==> src/lkbe_params.svh <==
// Offsets, port numbers, field positions and reset values of the keyboard emulation registers
`ifndef LKBE_PARAMS_SVH
`define LKBE_PARAMS_SVH

// Operational space byte offsets
`define LKBE_OFS_INPUT     12'h104
`define LKBE_OFS_OUTPUT    12'h108
`define LKBE_OFS_STATUS    12'h10C

// Legacy I/O ports
`define LKBE_PORT_DATA     16'h0060
`define LKBE_PORT_CMD      16'h0064

// Command byte that opens a Gate A20 sequence
`define LKBE_CMD_GATE_A20  8'hD1

// Status field positions
`define LKBE_ST_OUT_FULL   0
`define LKBE_ST_IN_FULL    1
`define LKBE_ST_FLAG       2
`define LKBE_ST_CMD_DATA   3
`define LKBE_ST_INHIBIT    4
`define LKBE_ST_AUX_FULL   5
`define LKBE_ST_TIMEOUT    6
`define LKBE_ST_PARITY     7

// Reset values
`define LKBE_RST_BYTE      8'h00
`define LKBE_RST_WORD      32'h0000_0000

`endif

==> src/lkbe_pkg.sv <==
// Types and shared decode helpers of the keyboard emulation registers
package lkbe_pkg;

	typedef struct packed {
		logic [7:0]  inByte;
		logic [7:0]  outByte;
		logic [7:0]  status;
		logic        gateA20;
		logic [31:0] memRdata;
		logic        memAck;
		logic [7:0]  ioRdata;
		logic        ioAck;
		logic        ioHit;
		logic        kbdIrq;
		logic        mouseIrq;
		logic        emuIrq;
	} lkbe_state_t;

	function automatic logic lkbePortHit(input logic [15:0] addr, input logic [15:0] port);
		lkbePortHit = (addr == port);
	endfunction

endpackage

==> src/lkbe_io_decode.sv <==
// Legacy port decoder: turns an I/O request into port 60h/64h strobes
`timescale 1ns/10ps
`include "lkbe_params.svh"

module lkbe_io_decode
	import lkbe_pkg::*;
(
	// Request
	input  wire logic        ioReq,
	input  wire logic        ioWrite,
	input  wire logic [15:0] ioAddr,
	// Control
	input  wire logic        emulationEnableBit,
	// Strobes
	output logic             wrData,
	output logic             wrCmd,
	output logic             rdData,
	output logic             rdCmd
);

	logic hitData;
	logic hitCmd;
	logic live;

	always_comb begin
		// Ports are only claimed while emulation is on
		live    = ioReq & emulationEnableBit;
		hitData = lkbePortHit(ioAddr, `LKBE_PORT_DATA);
		hitCmd  = lkbePortHit(ioAddr, `LKBE_PORT_CMD);
		wrData  = live & ioWrite & hitData;
		wrCmd   = live & ioWrite & hitCmd;
		rdData  = live & ~ioWrite & hitData;
		rdCmd   = live & ~ioWrite & hitCmd;
	end

endmodule

==> src/lkbe_emul_regs.sv <==
// Legacy keyboard controller emulation registers with port 60h/64h side effects
//
// Functional notes
// - Enabled port 60h/64h writes capture input byte
// - Memory access to input byte: no side effects
// - Input byte in bits 7:0, upper reserved
// - Enabled port 60h read returns output byte
// - Port 60h read clears output-full, unless a same-cycle status write sets it
// - Enabled port 64h read returns status
// - Memory access to status: no side effects
// - Command flag: 60h write clears, 64h sets
// - Port writes set input-full, except Gate A20
// - Emulation interrupt while input-full and enabled
// - Emulation interrupt when output empty, pending set
// - Mouse line: aux-full, output-full, drive enable
// - Aux-full selects which legacy line drives
// - Status bits: parity, timeout, inhibit switch
// - Status bit 2 plain software flag
// - Keyboard line when aux-full clear, else mouse
// - Ports decoded only while emulation enabled
// - D1h to 64h opens Gate A20 sequence
`timescale 1ns/10ps
`include "lkbe_params.svh"

module lkbe_emul_regs
	import lkbe_pkg::*;
(
	// Clock and reset
	input  wire logic        mclk,
	input  wire logic        rst_n,

	// Emulation control bits
	input  wire logic        emulationEnableBit,
	input  wire logic        irqDriveEnable,
	input  wire logic        charPending,

	// Operational register space (memory cycles)
	input  wire logic        memReq,
	input  wire logic        memWrite,
	input  wire logic [11:0] memAddr,
	input  wire logic [31:0] memWdata,
	output logic      [31:0] memRdata,
	output logic             memAck,

	// Legacy I/O cycles
	input  wire logic        ioReq,
	input  wire logic        ioWrite,
	input  wire logic [15:0] ioAddr,
	input  wire logic [7:0]  ioWdata,
	output logic      [7:0]  ioRdata,
	output logic             ioAck,
	output logic             ioHit,

	// Interrupts and sequence state
	output logic             keyboardInterruptLine,
	output logic             mouseInterruptLine,
	output logic             emulationInterrupt,
	output logic             gateA20SequenceActive
);

	lkbe_state_t state;
	lkbe_state_t next_state;

	logic wrData;
	logic wrCmd;
	logic rdData;
	logic rdCmd;

	lkbe_io_decode uDecode (
		.ioReq              (ioReq),
		.ioWrite            (ioWrite),
		.ioAddr             (ioAddr),
		.emulationEnableBit (emulationEnableBit),
		.wrData             (wrData),
		.wrCmd              (wrCmd),
		.rdData             (rdData),
		.rdCmd              (rdCmd)
	);

	function automatic logic [31:0] widen(input logic [7:0] b);
		widen = {24'h00_0000, b};
	endfunction

	always_comb begin
		logic memStatusWr;
		logic a20Part;
		logic outFullSetByMem;
		memStatusWr     = 1'b0;
		a20Part         = 1'b0;
		outFullSetByMem = 1'b0;
		next_state        = state;
		next_state.memAck = 1'b0;
		next_state.ioAck  = 1'b0;
		next_state.ioHit  = 1'b0;

		// Memory cycles move values only, no flag or interrupt effects
		if (memReq) begin
			next_state.memAck   = 1'b1;
			next_state.memRdata = `LKBE_RST_WORD;
			case (memAddr)
				`LKBE_OFS_INPUT: begin
					next_state.memRdata = widen(state.inByte);
					if (memWrite) begin
						next_state.inByte = memWdata[7:0];
					end
				end
				`LKBE_OFS_OUTPUT: begin
					next_state.memRdata = widen(state.outByte);
					if (memWrite) begin
						next_state.outByte = memWdata[7:0];
					end
				end
				`LKBE_OFS_STATUS: begin
					next_state.memRdata = widen(state.status);
					if (memWrite) begin
						// Parity, timeout, inhibit and flag are plain storage
						next_state.status = memWdata[7:0];
						memStatusWr       = 1'b1;
					end
				end
				default: begin
					next_state.memRdata = `LKBE_RST_WORD;
				end
			endcase
		end
		outFullSetByMem = memStatusWr & memWdata[`LKBE_ST_OUT_FULL];

		// Legacy port cycles; hardware-set flags win over a same-cycle memory write
		if (ioReq) begin
			next_state.ioAck   = 1'b1;
			next_state.ioHit   = wrData | wrCmd | rdData | rdCmd;
			next_state.ioRdata = `LKBE_RST_BYTE;
		end

		if (rdData) begin
			next_state.ioRdata = state.outByte;
			// Fresh output from emulation software in the same cycle keeps the flag
			if (!outFullSetByMem) begin
				next_state.status[`LKBE_ST_OUT_FULL] = 1'b0;
			end
		end

		if (rdCmd) begin
			next_state.ioRdata = state.status;
		end

		if (wrData | wrCmd) begin
			next_state.inByte = ioWdata;
		end

		if (wrData) begin
			next_state.status[`LKBE_ST_CMD_DATA] = 1'b0;
			// Data byte following D1h belongs to the A20 sequence
			a20Part = state.gateA20;
		end

		if (wrCmd) begin
			next_state.status[`LKBE_ST_CMD_DATA] = 1'b1;
			if (ioWdata == `LKBE_CMD_GATE_A20) begin
				next_state.gateA20 = 1'b1;
				a20Part            = 1'b1;
			end else begin
				next_state.gateA20 = 1'b0;
			end
		end

		if ((wrData | wrCmd) && !a20Part) begin
			next_state.status[`LKBE_ST_IN_FULL] = 1'b1;
		end

		// Interrupt outputs follow the updated status so they stay in step with it
		next_state.emuIrq =
			(next_state.status[`LKBE_ST_IN_FULL] & emulationEnableBit) |
			(~next_state.status[`LKBE_ST_OUT_FULL] & charPending);
		next_state.kbdIrq = irqDriveEnable &
			next_state.status[`LKBE_ST_OUT_FULL] &
			~next_state.status[`LKBE_ST_AUX_FULL];
		next_state.mouseIrq = irqDriveEnable &
			next_state.status[`LKBE_ST_OUT_FULL] &
			next_state.status[`LKBE_ST_AUX_FULL];
	end

	always_ff @(posedge mclk) begin
		if (!rst_n) begin
			state <= '0;
		end else begin
			state <= next_state;
		end
	end

	always_comb begin
		memRdata              = state.memRdata;
		memAck                = state.memAck;
		ioRdata               = state.ioRdata;
		ioAck                 = state.ioAck;
		ioHit                 = state.ioHit;
		keyboardInterruptLine = state.kbdIrq;
		mouseInterruptLine    = state.mouseIrq;
		emulationInterrupt    = state.emuIrq;
		gateA20SequenceActive = state.gateA20;
	end

endmodule

==> config.mk <==
export PLATFORM = sky130hd
export DESIGN_NAME = lkbe_emul_regs
export DESIGN_NICKNAME = d
export VERILOG_FILES = /design/src/lkbe_pkg.sv /design/src/lkbe_io_decode.sv /design/src/lkbe_emul_regs.sv
export VERILOG_INCLUDE_DIRS = /design/src
export SDC_FILE = /design/constraint.sdc
export NUM_CORES = 1
export LEC_CHECK = 0
export ABC_AREA = 1
export BUFFER_PORTS_ARGS = -buffer_cell sky130_fd_sc_hd__buf_4
export CAP_MARGIN = 10
export CORE_MARGIN = 2
export CORE_UTILIZATION = 40
export CTS_CLUSTER_SIZE = 12
export DETAILED_ROUTE_END_ITERATION = 8
export PLACE_DENSITY_LB_ADDON = 0.15
export SYNTH_ARGS = -nofsm -noshare
export SYNTH_HDL_FRONTEND = slang
export SYNTH_SLANG_ARGS = --single-unit
==> constraint.sdc <==
create_clock -name mclk -period 1.75 [get_ports mclk]
set_clock_uncertainty 0.15 [all_clocks]
set_input_delay 0.35 -clock mclk [delete_from_list [all_inputs] [get_ports mclk]]
set_output_delay 0.35 -clock mclk [all_outputs]
set_load 0.1 [all_outputs]
==> flow_metrics.py <==
metrics = {
    "place": {
        "gp_congestion": 0.855,
        "place.port_buffers": 75,
        "placedCellCount": 538,
        "dp_slack_ns": -0.0653,
        "dpl.hpwl_um": 5410,
    },
    "critical_path": {
        "setup.worst_path.class": "input port to flop",
        "crit_required_ns": 1.83,
        "end_kind": "flop",
        "worst-path-buf-inv": 2,
        "crit_family": "simple AND/OR/NAND/NOR gates",
        "crit_path_top_delay_cell": "nor2_1",
        "cp_cell_sequence": "buf_4 -> nor2_1 -> nand3_1 -> nor2_1 -> nand3_2 -> nand2_4 -> buf_12 -> nand2_1 -> o21ai_0 -> nor2_1 -> nor2_1",
        "cpPeakStageDelay_ns": 0.22,
        "cp-start-kind": "input port",
        "critPathMaxFanout": 17,
        "crit_path_frequent_cell": "nor2_1",
        "arrival_ns": 1.60,
        "startpoint": "ioAddr[1]",
        "r2r_start": "state[48]$_SDFF_PN0_",
    },
    "timing": {
        "grt_setup_unrepaired": "false",
        "clock.fmax_mhz": 660,
        "finalMaxSlewViolations": 0,
        "setup_viol": 0,
        "hold_viol": 0,
        "tns_ns": 0,
        "whs_ns": 0.135,
        "fin_ws_ns": 0.235,
        "period_needed_ns": 1.51,
        "fin_crit_sh": 0.866,
    },
    "routing": {
        "vias": 2563,
        "post_drt_via_cell_ratio": 4.69,
        "wire_per_inst_um": 12.3,
        "route.detailed.drc": 0,
        "top_layer": "met4",
        "drtIter0Drc": 152,
        "wl_um": 6740,
        "dr_wl_met2_um": 3140,
        "drtAntennaViolNets": 0,
        "firstDrtPassIters": 4,
        "drt-met1-wl_um": 3130,
        "wl_met3_um": 379,
    },
    "global_route": {
        "grt_max_degree": 28,
        "grt_pass1_wl_um": 11100,
        "grt_usage": 0.191,
        "antenna_found_initial": 0,
        "grt_pass1_vias": 2401,
        "overflow": 0,
    },
    "clock_network": {
        "h-tree-depth": 2,
        "cts_setup_buffers": 0,
        "cts_inserted_buffers": 5,
        "cts_num_sinks": 47,
        "holdBufCountCts": 0,
        "cts_tree": "built",
        "clockBufferDepth": 2,
        "clk_latency_ns": 0.29,
        "ctsResizeCount": 0,
        "path_clk_slew_ns": 0.08,
        "root_buffer": "clkbuf_8",
    },
    "synthesis": {
        "synth_area_leaders": "dfxtp_1 35%, buf_4 12%, nand2_1 8.7%, nor2_1 8.0%, o21ai_0 7.9%",
        "synth-simple-area-share": 0.316,
        "synth_top_family_by_area": "simple AND/OR/NAND/NOR gates",
        "async_flop_share": 0,
        "yosysTopAreaCell": "dfxtp_1",
        "dominantRegCellSynth": "dfxtp_1",
        "synth_compound_area_frac": 0.131,
        "yosysMostFrequentCell": "nand2_1",
        "synth_common_cells": "62 x nand2_1, 57 x nor2_1, 47 x dfxtp_1",
        "seq_area_frac_synth": 0.353,
        "syn_avg_cell_area_um2": 6.80,
        "ys_warn_count": 0,
        "synth_seq_cells": 47,
        "synthMuxAreaShare": 0,
        "synth_area_um2": 2670,
        "yosys.area_share.xor_xnor": 0,
        "postSynthCellCount": 392,
        "synth_top_area_share": 0.353,
        "ys_types": 29,
        "synthAdderAreaFrac": 0,
        "synth-edff-count": 0,
    },
    "floorplanning": {
        "rows": 29,
        "fp.dieArea_um2": 7340,
        "io_pins": 124,
        "core-area_um2": 6390,
        "die_w_um": 85.6,
        "start_util": 0.418,
        "die-height_um": 85.6,
    },
    "power": {
        "peakVddDrop_uv": 356,
        "comb_power_share": 0.237,
        "p_seq_frac": 0.481,
        "net-switching-power_uw": 764,
        "switching_share": 0.340,
        "p_leak_nw": 1.55,
        "clockPowerShare": 0.281,
        "p_int_mw": 1.49,
        "power_density_nw_per_um2": 677,
    },
    "status": {
        "status": "finished clean",
    },
    "cells_and_area": {
        "stdcell_count": 546,
        "antenna_cells": 0,
        "drive_gt1_frac": 0.264,
        "final_nets": 545,
        "syn_to_final_growth_pct": 24.5,
    },
    "run": {
        "cap_violations": 0,
    },
    "worst_hold_path": {
        "hold_start": "emulationEnableBit",
        "hold_class": "input port to flop",
    },
}
[path summary, 6_finish.rpt]
kind | to | cells after the start | slack (ns)
min reg2reg | memRdata[1]$_SDFFE_PN0P_ | 2 | 0.32
max reg2reg | emulationInterrupt$_SDFF_PN0_ | 6 | 0.71
max | state[65]$_SDFFE_PN0P_ | 11 | 0.24
min | emulationInterrupt$_SDFF_PN0_ | 3 | 0.13
[final cells by class]
class | instances | area [um2]
Clock buffer | 7 | 76.3
Clock inverter | 1 | 5.00
Fill cell | 660 | 3070
Inverter | 44 | 165
Multi-Input combinational cell | 273 | 1280
Sequential cell | 47 | 942
Tap cell | 77 | 96.3
Timing Repair Buffer | 97 | 753
[sequential cells by signal, summed over array words and instances, names as in the netlist]
name	count
memAck	1
ioHit	1
keyboardInterruptLine	1
emulationInterrupt	1
mouseInterruptLine	1
memRdata	8
ioAck	1
gateA20SequenceActive	1
state	24
ioRdata	8
[metal layers]
layer,global-route usage,up-vias
li1,-,1347
met2,0.316,83
met3,0.0318,6
met1,0.255,1127
met4,0.0563,0
met5,0,-
[cells in the final DEF (no fill, tap or decap), types with 2 or more instances in the layout]
cell,count
o22ai_1,2
conb_1,24
nand3_1,33
clkbuf_1,2
buf_12,2
nor3_2,2
buf_4,95
nand2_2,2
clkbuf_8,5
a21oi_1,23
dfxtp_1,46
inv_1,40
nor2_2,3
nor2_1,57
inv_2,3
nand3_2,4
nor2_4,3
o21ai_0,42
nand2_4,2
nor3_1,3
nand4_1,6
nand2_1,62
[kinds of logic after synthesis]
logic type	Yosys count
AOI/OAI and AO/OA	69
buffers and inverters	95
and+or+nand+nor	180
other	1
DFF	47
[power groups by stage]
stage / clock [mW] / combinational, mW / sequential, mW
after CTS: 0.653 / 0.535 / 1.08
after floorplan: 0 / 0.409 / 1.13
after detailed placement: 0 / 0.534 / 1.11
after global placement: 0 / 0.532 / 1.11
final: 0.632 / 0.534 / 1.08
after global routing: 0.696 / 0.565 / 1.08
[stage by stage]
step | utilization | power (mW) | instance area, um2
floorplan | - | 1.54 | 2750
global placement | 0.507 | 1.64 | 3240
detailed placement | 0.507 | 1.64 | 3240
CTS | 0.520 | 2.27 | 3320
global route | 0.520 | 2.35 | 3320
finish | 0.520 | 2.25 | 3320
[worst register-to-register path: cells and delay by family (launching register included)]
family                 cells  cell delay (ns)
buffers and inverters      1             0.06
and+or+nand+nor            5             0.36
DFF                        1             0.42
(Power assumes the default switching activity.)
